### config.mk
export PLATFORM = sky130hd
export DESIGN_NAME = pll_program_powerdown
export DESIGN_NICKNAME = d
export VERILOG_FILES = /design/src/pll_prog_pkg.sv /design/src/serial_word_shifter.sv /design/src/pll_program_powerdown.sv
export SDC_FILE = /design/constraint.sdc
export NUM_CORES = 1
export LEC_CHECK = 0
export BUFFER_PORTS_ARGS = -buffer_cell sky130_fd_sc_hd__buf_4
export CAP_MARGIN = 20
export CORE_MARGIN = 2
export CORE_UTILIZATION = 35
export DETAILED_ROUTE_END_ITERATION = 16
export PLACE_DENSITY_LB_ADDON = 0.15
export SETUP_SLACK_MARGIN = 0.5
export SYNTH_ARGS = -nofsm -noshare
export SYNTH_HDL_FRONTEND = slang
export SYNTH_SLANG_ARGS = --single-unit
### constraint.sdc
create_clock -name mclk -period 4.2 [get_ports mclk]
set_input_delay 0 -clock mclk [delete_from_list [all_inputs] [get_ports mclk]]
set_output_delay 0 -clock mclk [all_outputs]
set_load 0.1 [all_outputs]
### src/pll_prog_pkg.sv
// Constants and types shared by the serial programming and power-down logic
package pll_prog_pkg;

  // Serial word layout
  localparam int WORD_BITS = 22;
  localparam int DATA_BITS = 20;
  localparam int ADDR_BITS = 2;
  localparam int DATA_LSB = 2;

  // Address field codes
  localparam logic [1:0] ADDR_REF = 2'h0;
  localparam logic [1:0] ADDR_FB = 2'h1;
  localparam logic [1:0] ADDR_TIMEOUT = 2'h2;

  // Reference register fields, as word bit numbers
  localparam int REF_MUX1_BIT = 21;
  localparam int REF_MUX0_BIT = 20;
  localparam int REF_FLOAT_BIT = 19;
  localparam int REF_BOOST_BIT = 18;
  localparam int REF_POL_BIT = 17;
  localparam int REF_DIV_MSB = 16;
  localparam int REF_DIV_LSB = 2;

  // Feedback register fields
  localparam int FB_POWERDOWN_BIT_BIT = 21;
  localparam int FB_PRESCALE_BIT = 20;
  localparam int FB_COARSE_MSB = 19;
  localparam int FB_COARSE_LSB = 7;
  localparam int FB_SWALLOW_MSB = 6;
  localparam int FB_SWALLOW_LSB = 2;

  // Timeout register fields
  localparam int TO_MUX2_BIT = 14;
  localparam int TO_COUNT_MSB = 13;
  localparam int TO_COUNT_LSB = 2;

  // Values after reset
  localparam logic [19:0] CTRL_RESET = 20'h0_0000;
  localparam logic [21:0] SHIFT_RESET = 22'h00_0000;

  // Divider hold after power-up
  localparam int CLK_PERIOD_PS = 10000;
  localparam int WAKE_HOLD_PS = 1500000;
  localparam int WAKE_CYCLES =
    (WAKE_HOLD_PS + CLK_PERIOD_PS - 1) / CLK_PERIOD_PS;
  localparam int WAKE_CNT_W = 8;

  // Requested operating mode
  typedef enum logic [2:0] {
    MODE_NORMAL = 3'b001,
    MODE_SYNC_PD = 3'b010,
    MODE_ASYNC_PD = 3'b100
  } pd_mode_t;

  // Power sequencer states
  typedef enum logic [3:0] {
    ST_RUN = 4'b0001,
    ST_SYNC_WAIT = 4'b0010,
    ST_DOWN = 4'b0100,
    ST_WAKE = 4'b1000
  } pwr_state_t;

endpackage

### src/serial_word_shifter.sv
// Three-wire serial receiver: shifts a word and presents it on latch
module serial_word_shifter #(
  parameter int WORD_W = 22
) (
  input wire logic mclk,
  input wire logic nrst,
  input wire logic serialClkPin,
  input wire logic serialDataPin,
  input wire logic latchStrobePin,
  output logic wordValid,
  output logic [WORD_W-1:0] wordOut
);
  import pll_prog_pkg::*;

  // Bit 0 clock, bit 1 data, bit 2 latch strobe
  logic [2:0] pinMeta_r;
  logic [2:0] pinSync_r;
  logic [2:0] pinPrev_r;
  logic [WORD_W-1:0] shift_r;
  logic [WORD_W-1:0] shift_nxt;
  logic [WORD_W-1:0] word_r;
  logic [WORD_W-1:0] word_nxt;
  logic valid_r;
  logic valid_nxt;
  logic clkRise;
  logic latchRise;

  assign clkRise = pinSync_r[0] & ~pinPrev_r[0];
  assign latchRise = pinSync_r[2] & ~pinPrev_r[2];

  always_comb begin
    shift_nxt = shift_r;
    word_nxt = word_r;
    valid_nxt = 1'b0;
    // MSB arrives first, so it ends up at the top after all bits
    if (clkRise) begin
      shift_nxt = {shift_r[WORD_W-2:0], pinSync_r[1]};
    end
    // Shift keeps running in every power mode
    if (latchRise) begin
      word_nxt = shift_r;
      valid_nxt = 1'b1;
    end
  end

  always_ff @(posedge mclk or negedge nrst) begin
    if (!nrst) begin
      pinMeta_r <= 3'b000;
      pinSync_r <= 3'b000;
      pinPrev_r <= 3'b000;
      shift_r <= SHIFT_RESET[WORD_W-1:0];
      word_r <= SHIFT_RESET[WORD_W-1:0];
      valid_r <= 1'b0;
    end else begin
      pinMeta_r <= {latchStrobePin, serialDataPin, serialClkPin};
      pinSync_r <= pinMeta_r;
      pinPrev_r <= pinSync_r;
      shift_r <= shift_nxt;
      word_r <= word_nxt;
      valid_r <= valid_nxt;
    end
  end

  assign wordValid = valid_r;
  assign wordOut = word_r;

endmodule

### src/pll_program_powerdown.sv
// Serial control registers and power-down sequencer of the synthesizer
module pll_program_powerdown (
  input wire logic mclk,
  input wire logic nrst,
  input wire logic serialClkPin,
  input wire logic serialDataPin,
  input wire logic latchStrobePin,
  input wire logic chipEnablePin,
  input wire logic pumpUpRaw,
  input wire logic pumpDownRaw,
  output logic muxoutSelect_0,
  output logic muxoutSelect_1,
  output logic muxoutSelect_2,
  output logic pumpFloatBit,
  output logic pumpBoostBit,
  output logic detectorPolarityBit,
  output logic [14:0] refDivideValue,
  output logic powerdownBit,
  output logic prescalerSelect,
  output logic [12:0] fbCoarseCount,
  output logic [4:0] fbSwallowCount,
  output logic [11:0] timeoutCount,
  output logic [3:0] circuitEnable,
  output logic [3:0] padHighZ,
  output logic refDivEnable,
  output logic fbDivEnable,
  output logic pumpUp,
  output logic pumpDown,
  output logic poweredDown
);
  import pll_prog_pkg::*;

  function automatic pd_mode_t modeDecode(input logic ce,
                                          input logic powerdown_bit,
                                          input logic fl);
    pd_mode_t m;
    m = MODE_NORMAL;
    if (!ce) begin
      m = MODE_ASYNC_PD;
    end else if (powerdown_bit && fl) begin
      m = MODE_ASYNC_PD;
    end else if (powerdown_bit) begin
      m = MODE_SYNC_PD;
    end
    return m;
  endfunction

  localparam logic [WAKE_CNT_W-1:0] WAKE_LAST =
    WAKE_CNT_W'(WAKE_CYCLES - 1);

  // Serial receiver
  logic wordValid;
  logic [WORD_BITS-1:0] wordIn;
  logic [DATA_BITS-1:0] wordData;
  logic [ADDR_BITS-1:0] wordAddr;

  serial_word_shifter #(
    .WORD_W(WORD_BITS)
  ) shifter (
    .mclk(mclk),
    .nrst(nrst),
    .serialClkPin(serialClkPin),
    .serialDataPin(serialDataPin),
    .latchStrobePin(latchStrobePin),
    .wordValid(wordValid),
    .wordOut(wordIn)
  );

  assign wordData = wordIn[WORD_BITS-1:DATA_LSB];
  assign wordAddr = wordIn[ADDR_BITS-1:0];

  // Control registers
  logic [DATA_BITS-1:0] refCtrl_r;
  logic [DATA_BITS-1:0] refCtrl_nxt;
  logic [DATA_BITS-1:0] fbCtrl_r;
  logic [DATA_BITS-1:0] fbCtrl_nxt;
  logic [DATA_BITS-1:0] toCtrl_r;
  logic [DATA_BITS-1:0] toCtrl_nxt;

  always_comb begin
    refCtrl_nxt = refCtrl_r;
    fbCtrl_nxt = fbCtrl_r;
    toCtrl_nxt = toCtrl_r;
    // Address 3 selects nothing; such a word is dropped
    if (wordValid && wordAddr == ADDR_REF) begin
      refCtrl_nxt = wordData;
    end else if (wordValid && wordAddr == ADDR_FB) begin
      fbCtrl_nxt = wordData;
    end else if (wordValid && wordAddr == ADDR_TIMEOUT) begin
      toCtrl_nxt = wordData;
    end
  end

  always_ff @(posedge mclk or negedge nrst) begin
    if (!nrst) begin
      refCtrl_r <= CTRL_RESET;
      fbCtrl_r <= CTRL_RESET;
      toCtrl_r <= CTRL_RESET;
    end else begin
      refCtrl_r <= refCtrl_nxt;
      fbCtrl_r <= fbCtrl_nxt;
      toCtrl_r <= toCtrl_nxt;
    end
  end

  // Field views of the stored data
  logic cfgFloat;
  logic cfgPol;
  logic cfgPwdn;

  assign cfgFloat = refCtrl_r[REF_FLOAT_BIT-DATA_LSB];
  assign cfgPol = refCtrl_r[REF_POL_BIT-DATA_LSB];
  assign cfgPwdn = fbCtrl_r[FB_POWERDOWN_BIT_BIT-DATA_LSB];

  assign muxoutSelect_1 = refCtrl_r[REF_MUX1_BIT-DATA_LSB];
  assign muxoutSelect_0 = refCtrl_r[REF_MUX0_BIT-DATA_LSB];
  assign pumpFloatBit = cfgFloat;
  assign pumpBoostBit = refCtrl_r[REF_BOOST_BIT-DATA_LSB];
  assign detectorPolarityBit = cfgPol;
  assign refDivideValue =
    refCtrl_r[REF_DIV_MSB-DATA_LSB:REF_DIV_LSB-DATA_LSB];
  assign powerdownBit = cfgPwdn;
  assign prescalerSelect =
    fbCtrl_r[FB_PRESCALE_BIT-DATA_LSB];
  assign fbCoarseCount =
    fbCtrl_r[FB_COARSE_MSB-DATA_LSB:FB_COARSE_LSB-DATA_LSB];
  assign fbSwallowCount =
    fbCtrl_r[FB_SWALLOW_MSB-DATA_LSB:FB_SWALLOW_LSB-DATA_LSB];
  // Upper timeout bits are not decoded; host writes them as zero
  assign muxoutSelect_2 = toCtrl_r[TO_MUX2_BIT-DATA_LSB];
  assign timeoutCount =
    toCtrl_r[TO_COUNT_MSB-DATA_LSB:TO_COUNT_LSB-DATA_LSB];

  // Chip enable pin synchroniser
  logic ceMeta_r;
  logic ceSync_r;

  always_ff @(posedge mclk or negedge nrst) begin
    if (!nrst) begin
      ceMeta_r <= 1'b0;
      ceSync_r <= 1'b0;
    end else begin
      ceMeta_r <= chipEnablePin;
      ceSync_r <= ceMeta_r;
    end
  end

  // Power sequencer
  pd_mode_t mode;
  pwr_state_t state_r;
  pwr_state_t state_nxt;
  logic [WAKE_CNT_W-1:0] wakeCnt_r;
  logic [WAKE_CNT_W-1:0] wakeCnt_nxt;
  logic pulseSeen_r;
  logic pulseSeen_nxt;
  logic pumpBusy;

  assign mode = modeDecode(ceSync_r, cfgPwdn, cfgFloat);
  assign pumpBusy = pumpUp | pumpDown;

  always_comb begin
    state_nxt = state_r;
    wakeCnt_nxt = wakeCnt_r;
    pulseSeen_nxt = pulseSeen_r;
    case (state_r)
      ST_RUN: begin
        pulseSeen_nxt = pumpBusy;
        if (mode == MODE_ASYNC_PD) begin
          state_nxt = ST_DOWN;
        end else if (mode == MODE_SYNC_PD) begin
          state_nxt = ST_SYNC_WAIT;
        end
      end
      ST_SYNC_WAIT: begin
        // A pulse already running counts; enter after its falling edge
        if (pumpBusy) begin
          pulseSeen_nxt = 1'b1;
        end
        if (mode == MODE_ASYNC_PD) begin
          state_nxt = ST_DOWN;
        end else if (mode == MODE_NORMAL) begin
          state_nxt = ST_RUN;
        end else if (pulseSeen_r && !pumpBusy) begin
          state_nxt = ST_DOWN;
        end
      end
      ST_DOWN: begin
        pulseSeen_nxt = 1'b0;
        wakeCnt_nxt = '0;
        if (mode == MODE_NORMAL) begin
          state_nxt = ST_WAKE;
        end
      end
      ST_WAKE: begin
        // No pump pulses after the first cycle here, so any power-down goes straight down
        if (mode != MODE_NORMAL) begin
          state_nxt = ST_DOWN;
        end else if (wakeCnt_r == WAKE_LAST) begin
          state_nxt = ST_RUN;
        end else begin
          wakeCnt_nxt = wakeCnt_r + 1'b1;
        end
      end
      default: begin
        state_nxt = ST_DOWN;
      end
    endcase
  end

  always_ff @(posedge mclk or negedge nrst) begin
    if (!nrst) begin
      state_r <= ST_DOWN;
      wakeCnt_r <= '0;
      pulseSeen_r <= 1'b0;
    end else begin
      state_r <= state_nxt;
      wakeCnt_r <= wakeCnt_nxt;
      pulseSeen_r <= pulseSeen_nxt;
    end
  end

  // Registered power controls, taken from the next state
  logic analogOn;
  logic divRun;
  logic [3:0] circuitEnable_r;
  logic [3:0] circuitEnable_nxt;
  logic [3:0] padHighZ_r;
  logic [3:0] padHighZ_nxt;
  logic divEnable_r;
  logic divEnable_nxt;
  logic pumpUp_r;
  logic pumpUp_nxt;
  logic pumpDown_r;
  logic pumpDown_nxt;
  logic down_r;
  logic down_nxt;

  assign analogOn = (state_nxt != ST_DOWN);
  assign divRun = (state_nxt == ST_RUN) || (state_nxt == ST_SYNC_WAIT);

  always_comb begin
    // Bits: 0 osc buffer, 1 prescaler, 2 detector, 3 charge pump
    circuitEnable_nxt = {4{analogOn}};
    // Bits: 0 ref input, 1 pump output, 2 RF inputs, 3 lock pin
    padHighZ_nxt = {4{!analogOn}};
    // One flop feeds both enables so the restart lines up
    divEnable_nxt = divRun;
    down_nxt = !analogOn;
    pumpUp_nxt = 1'b0;
    pumpDown_nxt = 1'b0;
    // Pump stays quiet while floated or while dividers are held, except in the first wake cycle
    if (analogOn && !cfgFloat && state_r != ST_WAKE) begin
      if (cfgPol) begin
        pumpUp_nxt = pumpUpRaw;
        pumpDown_nxt = pumpDownRaw;
      end else begin
        pumpUp_nxt = pumpDownRaw;
        pumpDown_nxt = pumpUpRaw;
      end
    end
  end

  always_ff @(posedge mclk or negedge nrst) begin
    if (!nrst) begin
      circuitEnable_r <= 4'h0;
      padHighZ_r <= 4'hF;
      divEnable_r <= 1'b0;
      pumpUp_r <= 1'b0;
      pumpDown_r <= 1'b0;
      down_r <= 1'b1;
    end else begin
      circuitEnable_r <= circuitEnable_nxt;
      padHighZ_r <= padHighZ_nxt;
      divEnable_r <= divEnable_nxt;
      pumpUp_r <= pumpUp_nxt;
      pumpDown_r <= pumpDown_nxt;
      down_r <= down_nxt;
    end
  end

  assign circuitEnable = circuitEnable_r;
  assign padHighZ = padHighZ_r;
  assign refDivEnable = divEnable_r;
  assign fbDivEnable = divEnable_r;
  assign pumpUp = pumpUp_r;
  assign pumpDown = pumpDown_r;
  assign poweredDown = down_r;

endmodule

**Yosys cells after proc, flatten, opt, wreduce, memory -nomap -nowiden**

Index checks and enable logic that the tools add are counted.

- Register bits after elaboration: 128
- Latch bits: 0
- RAM bits: 0
- Bits in read-only memories: 0
- Input port bits: 8
- Output and inout port bits: 66
- Logic and storage cells: 86
- Memories kept: 0

- Add/subtract/negate cells: 1
- Multipliers: 0
- Div/mod/pow operators: 0
- $lt $le $gt $ge: 0
- Eq/ne operators: 18
- Shift operators: 0
- Muxes and demuxes: 22
- Bitwise gates (word level): 7
- Reductions and logical operators: 18

Operators by type and width:

| kind | number |
|---|---|
| $mux 4 | 8 |
| $mux 8 | 2 |
| $pmux 4 s4 | 1 |
| $pmux 8 s2 | 1 |
| $add 8x1->8 const B | 1 |
| $eq 4x1->1 const B | 2 |
| $eq 4x2->1 const B | 2 |
| $eq 8x8->1 const B | 1 |
| $logic_and 1x1->1 | 7 |
| $mux 1 | 6 |
| $mux 3 | 2 |
| $ne 2x2->1 const B | 3 |
| $reduce_and 3->1 | 2 |
| $eq 4x3->1 const B | 1 |
| $eq 4x4->1 const B | 1 |
| $ne 4x3->1 const B | 1 |
| $ne 4x4->1 const B | 1 |
| $not 1->1 | 4 |
| $reduce_and 2->1 | 2 |
| $eq 3x1->1 const B | 1 |
| $eq 3x2->1 const B | 1 |
| $eq 3x3->1 const B | 1 |
| $logic_not 1->1 | 3 |
| $ne 3x1->1 const B | 1 |
| other kinds (10) | 11 |

**Longest topological paths before layout**

Gate-level depths: netlist of run 1.

- Depth after elaboration: 11
- Gate-level depth with buffers: 6
- Gate-level depth less buffers: 6

**Hierarchy**

Synthesis of run 1 repeated with hierarchy kept, for this count alone.

- Cell total of the unflattened synthesis: 331
- Area total of the unflattened synthesis: 5106.1 um^2

By module, submodules not included:

| module | instances | cells an instance | area each (um^2) | sequential area each (um^2) |
|---|---|---|---|---|
| pll_program_powerdown | 1 | 226 | 3113.0 | 1829.3 |
| serial_word_shifter | 1 | 105 | 1993.2 | 1326.3 |

**Worst setup path after synthesis of run 1**

OpenSTA, ideal clock, no wires.

- Path kind: reg-to-reg
- Start: reg pumpDown_r (netlist: pumpDown)
- End: reg pumpDown_r (netlist: pumpDown)
- Library setup time: 0.105 ns
- Arrival: 1.859 ns
- Data required time: 4.095 ns
- Slack: 2.236 ns
- Stages on the path, launching flop included: 5
- Path buffers: 0
- Clock period less this slack: 1.964 ns
- Path through: dfrtp_1 -> nor2_1 -> a311oi_1 -> o22ai_2 -> nor4_1

- Word-level cells in the longest chain between the ends: 11

RTL lines:

| item | line | RTL |
|---|---|---|
| from (decl) | pll_program_powerdown.sv:233 | `logic pumpDown_r;` |
| from (signal assigned) | pll_program_powerdown.sv:276 | `pumpDown_r <= pumpDown_nxt;` |
| $or 1x1->1 | pll_program_powerdown.sv:159 | `assign pumpBusy = pumpUp \| pumpDown;` |
| $logic_not 1->1 | pll_program_powerdown.sv:183 | `end else if (pulseSeen_r && !pumpBusy) begin` |
| $logic_and 1x1->1 | pll_program_powerdown.sv:183 |  |
| $mux 4 | pll_program_powerdown.sv:183 |  |
| $mux 4 | pll_program_powerdown.sv:181 | `end else if (mode == MODE_NORMAL) begin` |
| $mux 4 | pll_program_powerdown.sv:179 | `if (mode == MODE_ASYNC_PD) begin` |
| $pmux 4 s4 | pll_program_powerdown.sv:165 | `case (state_r)` |
| via state_nxt[2] | pll_program_powerdown.sv:151 | `pwr_state_t state_nxt;` |
| $ne 4x3->1 | pll_program_powerdown.sv:238 | `assign analogOn = (state_nxt != ST_DOWN);` |
| $logic_and 1x1->1 (2 in a row) | pll_program_powerdown.sv:252 | `if (analogOn && !cfgFloat && state_r != ST_WAKE) begin` |
| $mux 1 | pll_program_powerdown.sv:252 |  |
| via pumpDown_nxt | pll_program_powerdown.sv:234 | `logic pumpDown_nxt;` |

The timed path passes the listed nets, and every way through them passes these cells.
A chain may end at the register's enable or synchronous reset.

**Worst setup path in the final report of run 1**

- Start: reg state_r[2]
- End: reg pumpUp_r (netlist: pumpUp)

- Word-level cells in the longest chain between the ends: 8
- Elaborated cells between the ends (all ways): 18
- Classes of those cells: eq/ne (6); mux (10); reduce/logical (2)

RTL lines:

| item | line | RTL |
|---|---|---|
| from (decl) | pll_program_powerdown.sv:150 | `pwr_state_t state_r;` |
| from (signal assigned) | pll_program_powerdown.sv:216 | `state_r <= state_nxt;` |
| $mux 4 | pll_program_powerdown.sv:183 |  |
| $mux 4 | pll_program_powerdown.sv:181 |  |
| $mux 4 | pll_program_powerdown.sv:179 |  |
| $pmux 4 s4 * | pll_program_powerdown.sv:165 |  |
| via state_nxt[2] | pll_program_powerdown.sv:151 |  |
| $ne 4x3->1 * | pll_program_powerdown.sv:238 |  |
| $logic_and 1x1->1 * (2 in a row) | pll_program_powerdown.sv:252 |  |
| $mux 1 * | pll_program_powerdown.sv:252 |  |
| via pumpUp_nxt | pll_program_powerdown.sv:232 | `logic pumpUp_nxt;` |
| to (signal assigned) | pll_program_powerdown.sv:275 | `pumpUp_r <= pumpUp_nxt;` |
| to (decl) | pll_program_powerdown.sv:231 | `logic pumpUp_r;` |

The timed path passes the listed nets; every way through them passes the cells marked *.

==> results of run 1 <==
## cells in the mapped netlist, types with 2 or more instances
cell type	instances	area, um^2
sky130_fd_sc_hd__nor2_1	7	26.3
sky130_fd_sc_hd__xor2_1	2	17.5
sky130_fd_sc_hd__or3_1	2	12.5
sky130_fd_sc_hd__nor3b_1	4	30.0
sky130_fd_sc_hd__nor2b_1	2	12.5
sky130_fd_sc_hd__nand2b_1	4	25.0
sky130_fd_sc_hd__ha_1	2	25.0
sky130_fd_sc_hd__nand3_1	3	15.0
sky130_fd_sc_hd__o2111ai_1	2	17.5
sky130_fd_sc_hd__inv_1	5	18.8
sky130_fd_sc_hd__nand2_1	4	15.0
sky130_fd_sc_hd__and3_1	2	12.5
sky130_fd_sc_hd__a31oi_1	2	12.5
sky130_fd_sc_hd__a21oi_1	3	15.0
sky130_fd_sc_hd__dfrtp_1	124	3100
sky130_fd_sc_hd__buf_1	2	7.51
sky130_fd_sc_hd__mux2i_1	3	30.0
sky130_fd_sc_hd__o21ai_0	6	30.0
sky130_fd_sc_hd__mux2_2	97	1090
sky130_fd_sc_hd__nor4_1	4	25.0
sky130_fd_sc_hd__nand3b_1	4	30.0
sky130_fd_sc_hd__buf_4	9	67.6
sky130_fd_sc_hd__clkbuf_1	8	30.0
sky130_fd_sc_hd__nor3_1	2	10.0
sky130_fd_sc_hd__or4b_1	2	20.0
sky130_fd_sc_hd__buf_2	3	15.0
sky130_fd_sc_hd__dfstp_2	2	52.6
## metal layers
metal	track usage (%)	vias to the layer above	part of all wire [%]
li1	-	1349	-
met1	17.1	1479	45
met2	20.3	66	48
met3	4.94	8	5.7
met4	6.75	0	1.1
met5	0	-	0
## flip-flops by register name, summed over array words and instances, names as in the netlist, 2 cells and up
register / flops
fbCtrl_r: 20
shifter.wordOut: 22
shifter.pinSync_r: 3
state_r: 4
shifter.shift_r: 22
shifter.pinPrev_r: 2
wakeCnt_r: 8
shifter.pinMeta_r: 3
refCtrl_r: 20
toCtrl_r: 13
## through the flow
| step | total power (uW) | instance area [um^2] | hold WS, ns |
|---|---|---|---|
| global route | 5180 | 6330 | 0.224 |
| CTS | 5020 | 6320 | 0.201 |
| floorplan | 3170 | 4970 | -0.296 |
| finish | 4970 | 6330 | 0.182 |
| global placement | 3560 | 5660 | 0.0950 |
| detailed placement | 3580 | 5660 | 0.0884 |
## cells by family (layout without fill, tap and decap cells)
kind of cell / Yosys count / after routing / synth area share [%]
fa+ha+maj: 2 / 2 / 0.503
compound gates: 21 / 21 / 3.14
mux: 100 / 100 / 22.6
buf+inv: 28 / 123 / 3.02
flops: 126 / 126 / 63.4
simple gates: 50 / 50 / 6.79
xor+xnor: 3 / 3 / 0.528
## worst max path at each step
stage | slack (ns) | endpoint | cells after the start
2_1_floorplan | 2.24 | pumpDown | 4
3_3_place_gp | 2.26 | pumpDown | 4
3_5_place_dp | 2.23 | pumpDown | 4
4_1_cts | 2.19 | pumpDown | 4
5_1_grt | 2.10 | pumpUp | 4
6_report | 2.19 | pumpUp | 4
## cell usage in the layout (no fill, tap or decap), types with 2 or more instances in the layout
master                            n
sky130_fd_sc_hd__dfrtp_1        124
sky130_fd_sc_hd__mux2_2          97
sky130_fd_sc_hd__buf_4           78
sky130_fd_sc_hd__clkbuf_16       17
sky130_fd_sc_hd__dlygate4sd3_1    8
sky130_fd_sc_hd__nor2_1           7
sky130_fd_sc_hd__o21ai_0          6
sky130_fd_sc_hd__inv_1            5
sky130_fd_sc_hd__nand3b_1         4
sky130_fd_sc_hd__nand2b_1         4
sky130_fd_sc_hd__nor4_1           4
sky130_fd_sc_hd__nand2_1          4
sky130_fd_sc_hd__clkbuf_8         4
sky130_fd_sc_hd__clkbuf_1         4
sky130_fd_sc_hd__a21oi_1          3
sky130_fd_sc_hd__mux2i_1          3
sky130_fd_sc_hd__nor3b_1          3
sky130_fd_sc_hd__nand3_1          3
sky130_fd_sc_hd__clkinv_2         3
sky130_fd_sc_hd__or4b_1           2
sky130_fd_sc_hd__a31oi_1          2
sky130_fd_sc_hd__nor3_1           2
sky130_fd_sc_hd__and3_1           2
sky130_fd_sc_hd__o2111ai_1        2
sky130_fd_sc_hd__xor2_1           2
sky130_fd_sc_hd__or3_1            2
sky130_fd_sc_hd__ha_1             2
sky130_fd_sc_hd__bufinv_16        2
sky130_fd_sc_hd__dfstp_2          2
## critical path, delay by kind of cell, from the launching register on
| family | cells | cell delay (ns) |
|---|---|---|
| and+or+nand+nor | 2 | 0.87 |
| AOI/OAI and AO/OA | 2 | 0.38 |
| DFF | 1 | 0.64 |
## final cells by class
cell class              instances  share of cell area (%)
clock buffers                  25                    7.82
clock inverters                 6                    1.30
inverters                       5                   0.296
multi-input cells             176                    26.5
flip-flops and latches        126                    49.8
well taps                     180                    3.56
repair buffers                 87                    10.7
## power by group
| group | internal (uW) | total, uW | switching, uW |
|---|---|---|---|
| Sequential | 1510 | 1720 | 207 |
| Combinational | 457 | 1840 | 1380 |
| Clock | 929 | 1410 | 482 |
| Total | 2900 | 4970 | 2070 |
## what timing repair did
action / in CTS / in global routing
resized for setup: 0 / 0
buffers inserted: 0 / 0
hold buffers: 8 / 0
endpoints found under the hold margin: 57 / 0
==> summary.txt, run 1 <==
Route
  – Detailed-route via count: 2902
  – Pre-Repair DR Iteration Count: 4
  – Initial drt markers: 130
  – Total wirelength of the detailed-routed design: 9340 um
  – Antenna-violating nets left: 0
  – Post-detailed-route wirelength per cell: 15.4 um
  – Via-per-instance ratio: 4.80
  – Number of remaining DRC errors: 0

Place
  – Placed wire-length estimate: 6110 um
  – Global placer's final weighted congestion: 0.826
  – Placed cell count: 565
  – Dpl ws: 2.23 ns
  – Count of port buffers added during placement: 73

Final layout
  – Area growth, synth to finish: 27.3%
  – Final Net Count: 423
  – Multi-input logic area: 0.00168 mm^2
  – FF+latch area: 0.00316 mm^2
  – Count of inserted antenna diode cells: 0
  – Layout filler cell count: 1232
  – Share of post-route cells with drive strength above 1: 49.9%
  – Post-Layout Cell Count: 605
  – Post-layout utilization of the core: 45.6%

Power
  – P_leak: 0.00304 uW
  – Total power divided by cell area: 784 mW/mm^2
  – Maximum vdd drop: 614 uV

Floorplan
  – Die outline area: 0.0152 mm^2
  – Number of cell rows: 43
  – Effective utilization at floorplan: 35.8%
  – Die X-Extent: 123 um
  – Area of the core: 0.0139 mm^2
  – Overall die height: 123 um
  – Number of top-level pins: 74

Job
  – Total of max-cap violations: 0

STA
  – Clock tree skew after final layout: 0.0129 ns
  – Final number of max-transition violations: 0
  – Worst max-slew margin expressed relative to the limit: 44.0%
  – Unrepaired setup endpoints after global routing: false
  – Fmax: 498 MHz
  – Final period demand of the worst path: 2.01 ns
  – Final number of hold-violating endpoints: 0
  – Crit path setup slack, layout: 2.19 ns
  – Sum Neg Setup Slack: 0 ns
  – Number of setup violations in the final report: 0
  – Final period utilization: 47.8%
  – Slew @ Worst Pin: 0.838 ns

Run status
  – Result of the run: completed

Critical path
  – Cell depth of the worst flop-to-flop path: 4
  – Arrival time at the worst endpoint: 2.31 ns
  – Launching element type of the critical path: flip-flop
  – Stage delay of the slowest cell on the critical path: 0.64 ns
  – Critical Path End Type: flip-flop
  – Crit Path Category: flip-flop to flip-flop
  – CP cell instances: or4b_1 > a21oi_4 > o22ai_2 > nor4_1
  – Crit. Startpoint: state_r[2]
  – End of the worst register-to-register path: pumpUp
  – Maximum fanout along the worst path: 11
  – Critical register-to-register path startpoint: state_r[2]
  – Cell with the biggest individual delay on the critical path: sky130_fd_sc_hd__dfstp_2
  – Register-to-register path setup slack: 2.19 ns
  – Endpoint required time on the critical path: 4.50 ns

Synth
  – Synth cell types: 47
  – Number of flops mapped to enable cells by yosys: 0
  – Synthesis Warnings: 0
  – Total nets after synthesis: 340
  – Seq cells post-synth: 126
  – Avg Cell Area, Syn: 15.1 um^2
  – Share of synthesized registers carrying an async set or reset: 100%
  – Commonest register cell after synthesis: sky130_fd_sc_hd__dfrtp_1
  – Share of the yosys chip area belonging to registers: 63.4%
  – Summed instance area of the synthesized netlist: 0.00497 mm^2
  – Synthesized netlist cell count: 330

Clock network
  – Number of clock buffers inserted by TritonCTS: 17
  – Clock Root Buffer: sky130_fd_sc_hd__clkbuf_16
  – CTS tree: yes
  – Source-to-sink clock delay at the later pin of the worst-skew pair: 0.41 ns
  – Number of sinks on the clock net: 126
  – Reg clk slew, reported paths: 0.05 ns
  – Maximum number of buffers from clock root to sink: 2
  – Maximum level of the CTS H-tree: 4

GRT
  – All-layer global routing usage: 13.5%
  – Number of global-route vias before repair: 2912
  – Initial antenna violation count: 0
  – Overall overflow remaining after global route: 0
  – First-pass GRT wire length: 15200 um
  – Pin count of the biggest net entering global routing: 54

Min path
  – Worst Hold Class: primary input to async pin
Note: power is estimated with default switching activity, not from simulation.
==> run 2: changes to the inputs <==
- clock period: 4.2 -> 1.8 ns (I/O delays scaled with it)
==> run 2 against run 1 <==
  * Clock skew down 0.0063 ns
  * Hold slack worse by 0.060 ns
  * Critical path type unchanged
  * Sequential cell count unchanged
  * Critical endpoint is now fbDivEnable
  * Clock-buffer cell count down 3
  * Clock power up 140%
  * Largest power group unchanged
  * Setup slack worse by 2.0 ns
  * Core utilization up 5.5 points
==> summary.txt, run 2 (synthesis gave the netlist of run 1 again) <==
Run status
  – Result of the run: completed

Final layout
  – Commonest non-fill, non-tap cell in the layout: sky130_fd_sc_hd__dfrtp_1
  – Final Net Count: 454 (+7.3%)
  – Area growth, synth to finish: 42.8%
  – Multi-input logic area: 0.00198 mm^2 (+18%)
  – FF+latch area: 0.00318 mm^2 (+0.67%)
  – Layout filler cell count: 1154 (-6.3%)
  – Share of post-route cells with drive strength above 1: 61.0% (+11 points)
  – Count of inserted antenna diode cells: 0 (unchanged)
  – Highest-count cells in the layout ignoring fill and taps: sky130_fd_sc_hd__dfrtp_1, sky130_fd_sc_hd__buf_4, sky130_fd_sc_hd__mux2_2

Power
  – Reported net switching power: 5040 uW (+140%)
  – P_leak: 0.00340 uW (+12%)
  – Total power divided by cell area: 1720 mW/mm^2 (+120%)
  – Clk pwr share: 28.3% (about the same)
  – Internal power: 7160 uW (+150%)
  – Maximum vdd drop: 1160 uV (+89%)
  – Switching portion of total power: 41.3% (-0.33 points)
  – Fraction of power consumed by sequential logic: 33.2% (-1.4 points)
  – Part of the power in combinational logic: 38.5% (+1.5 points)

Clock network
  – Number of clock buffers inserted by TritonCTS: 17 (unchanged)
  – Maximum level of the CTS H-tree: 4 (unchanged)
  – Reg clk slew, reported paths: 0.06 ns (about the same)
  – Clock Root Buffer: sky130_fd_sc_hd__clkbuf_16
  – Number of sinks on the clock net: 126 (unchanged)
  – Maximum number of buffers from clock root to sink: 2 (unchanged)
  – Source-to-sink clock delay at the later pin of the worst-skew pair: 0.41 ns (about the same)
  – CTS tree: yes

STA
  – Final period demand of the worst path: 1.65 ns (-0.364 ns)
  – Fmax: 608 MHz (+22%)
  – Sum Neg Setup Slack: 0 ns (unchanged)
  – Final number of max-transition violations: 0 (unchanged)
  – Worst max-slew margin expressed relative to the limit: 67.0% (+23 points)
  – Worst hold slack: 0.123 ns (-0.0599 ns)
  – Unrepaired setup endpoints after global routing: true
  – Slew @ Worst Pin: 0.495 ns (-0.343 ns)
  – Number of setup violations in the final report: 0 (unchanged)
  – Final number of hold-violating endpoints: 0 (unchanged)
  – Final period utilization: 91.4% (+44 points)
  – Clock tree skew after final layout: 0.00657 ns (-0.00631 ns)

Place
  – Count of port buffers added during placement: 73 (unchanged)
  – Placed wire-length estimate: 6340 um (+3.6%)
  – Global placer's final weighted congestion: 0.788 (-4.6%)

GRT
  – Initial antenna violation count: 0 (unchanged)
  – Number of global-route vias before repair: 3192 (+9.6%)
  – First-pass GRT wire length: 16500 um (+8.5%)
  – Overall overflow remaining after global route: 0 (unchanged)
  – All-layer global routing usage: 14.4% (+0.93 points)
  – Pin count of the biggest net entering global routing: 53 (-1.9%)

Critical path
  – Critical Path End: fbDivEnable
  – Endpoint required time on the critical path: 2.13 ns (-2.37 ns)
  – Stage delay of the slowest cell on the critical path: 0.55 ns (-0.09 ns)
  – End of the worst register-to-register path: fbDivEnable
  – Cell with the biggest individual delay on the critical path: sky130_fd_sc_hd__or4b_4
  – Dominant delay contributor by cell family on the critical path: simple AND/OR/NAND/NOR gates
  – CP cell instances: buf_6 > or4b_4 > nand2b_4 > and4_1 > o21bai_1
  – Crit Path Category: flip-flop to flip-flop
  – Launching element type of the critical path: flip-flop
  – Cell depth of the worst flop-to-flop path: 5 (+1)
  – Buf+Inv Stages, Crit Path: 1 (+1)
  – Crit. Startpoint: state_r[3]
  – Critical Path End Type: flip-flop
  – Register-to-register path setup slack: 0.15 ns (-2.04 ns)
  – Logic depth of the worst path, buffers included: 5 (+1)
  – Maximum fanout along the worst path: 6 (-5)
  – Critical register-to-register path startpoint: state_r[3]
  – Arrival time at the worst endpoint: 1.97 ns (-0.34 ns)

Job
  – Total of max-cap violations: 0 (unchanged)

Floorplan
  – Overall die height: 123 um (unchanged)
  – Effective utilization at floorplan: 35.8% (unchanged)
  – Die X-Extent: 123 um (unchanged)
  – Die outline area: 0.0152 mm^2 (unchanged)
  – Area of the core: 0.0139 mm^2 (unchanged)
  – Number of top-level pins: 74 (unchanged)
  – Number of cell rows: 43 (unchanged)

Route
  – Antenna-violating nets left: 0 (unchanged)
  – Pre-Repair DR Iteration Count: 4 (unchanged)
  – Initial drt markers: 108 (-17%)
  – Detailed-route via count: 3079 (+6.1%)
  – Total wirelength of the detailed-routed design: 10600 um (+14%)
  – Number of remaining DRC errors: 0 (unchanged)
  – Post-detailed-route wirelength per cell: 16.7 um (+8.3%)
  – Via-per-instance ratio: 4.84 (+0.93%)

Min path
  – Worst Hold Class: primary input to async pin
[run 2: cell types whose count changed in the layout (fill, tap and decap cells not counted), sizes merged]
cell | before | now
clkinvlp | 1 | 3
inv | 5 | 6
bufinv | 2 | 3
dlygate4sd3 | 8 | 7
buf | 79 | 109
clkbuf | 25 | 24
clkinv | 3 | 2
[run 2: how the worst min path moves through the flow]
stage	start	endpoint	slack, ns	cells after the start
global placement	nrst	toCtrl_r[1]	-0.01	1
detailed placement	nrst	toCtrl_r[0]	-0.008	1
floorplan	nrst	ceMeta_r	-0.30	0
global route	nrst	fbCtrl_r[2]	0.16	2
finish	nrst	fbCtrl_r[1]	0.12	2
CTS	nrst	toCtrl_r[1]	0.13	2
[run 2: stage by stage]
| step | cells | util [%] | cell area, um^2 | worst slack [ns] | total power, uW |
|---|---|---|---|---|---|
| 2_1_floorplan | 330 | - | 5060 | 0.213 | 7420 |
| 5_1_grt | 636 | 51.2 | 7100 | 0.111 | 12700 |
| 3_5_place_dp | 576 | 42.1 | 5840 | 0.0728 | 8410 |
| 6_report | 636 | 51.2 | 7100 | 0.155 | 12200 |
| 4_1_cts | 624 | 48.7 | 6760 | 0.146 | 12100 |
| 3_3_place_gp | 576 | 42.1 | 5840 | 0.157 | 8360 |
[run 2: layout make-up]
cell class | instances | share of cell area, %
Inverter | 5 | 0.264
Clock inverter | 9 | 1.90
Tap cell | 180 | 3.17
Timing Repair Buffer | 118 | 15.5
Clock buffer | 22 | 6.54
Sequential cell | 126 | 44.7
Multi-Input combinational cell | 176 | 27.9
[run 2: repair_timing]
item / CTS / global route
pin swaps: 3 / 12
gates resized for setup: 41 / 58
hold endpoints to repair: 113 / 0
endpoints found under the setup margin: 57 / 97
setup buffers: 9 / 9
hold buffers: 7 / 0
cloned: 1 / 3
[run 2: power groups by stage]
stage | sequential, uW | combinational (uW) | clock (uW)
after floorplan | 6470 | 947 | 0
after global placement | 4040 | 4320 | 0
after detailed placement | 4060 | 4350 | 0
after CTS | 4030 | 4530 | 3550
after global routing | 4150 | 4850 | 3690
final | 4050 | 4700 | 3450
[run 2: routing by layer]
metal	GRT usage (%)	up-vias	part of all wire, %
met5	0	-	0
met4	6.46	0	1.6
met3	5.03	14	4.3
met2	22.3	75	50
met1	18.2	1590	44
li1	-	1400	-
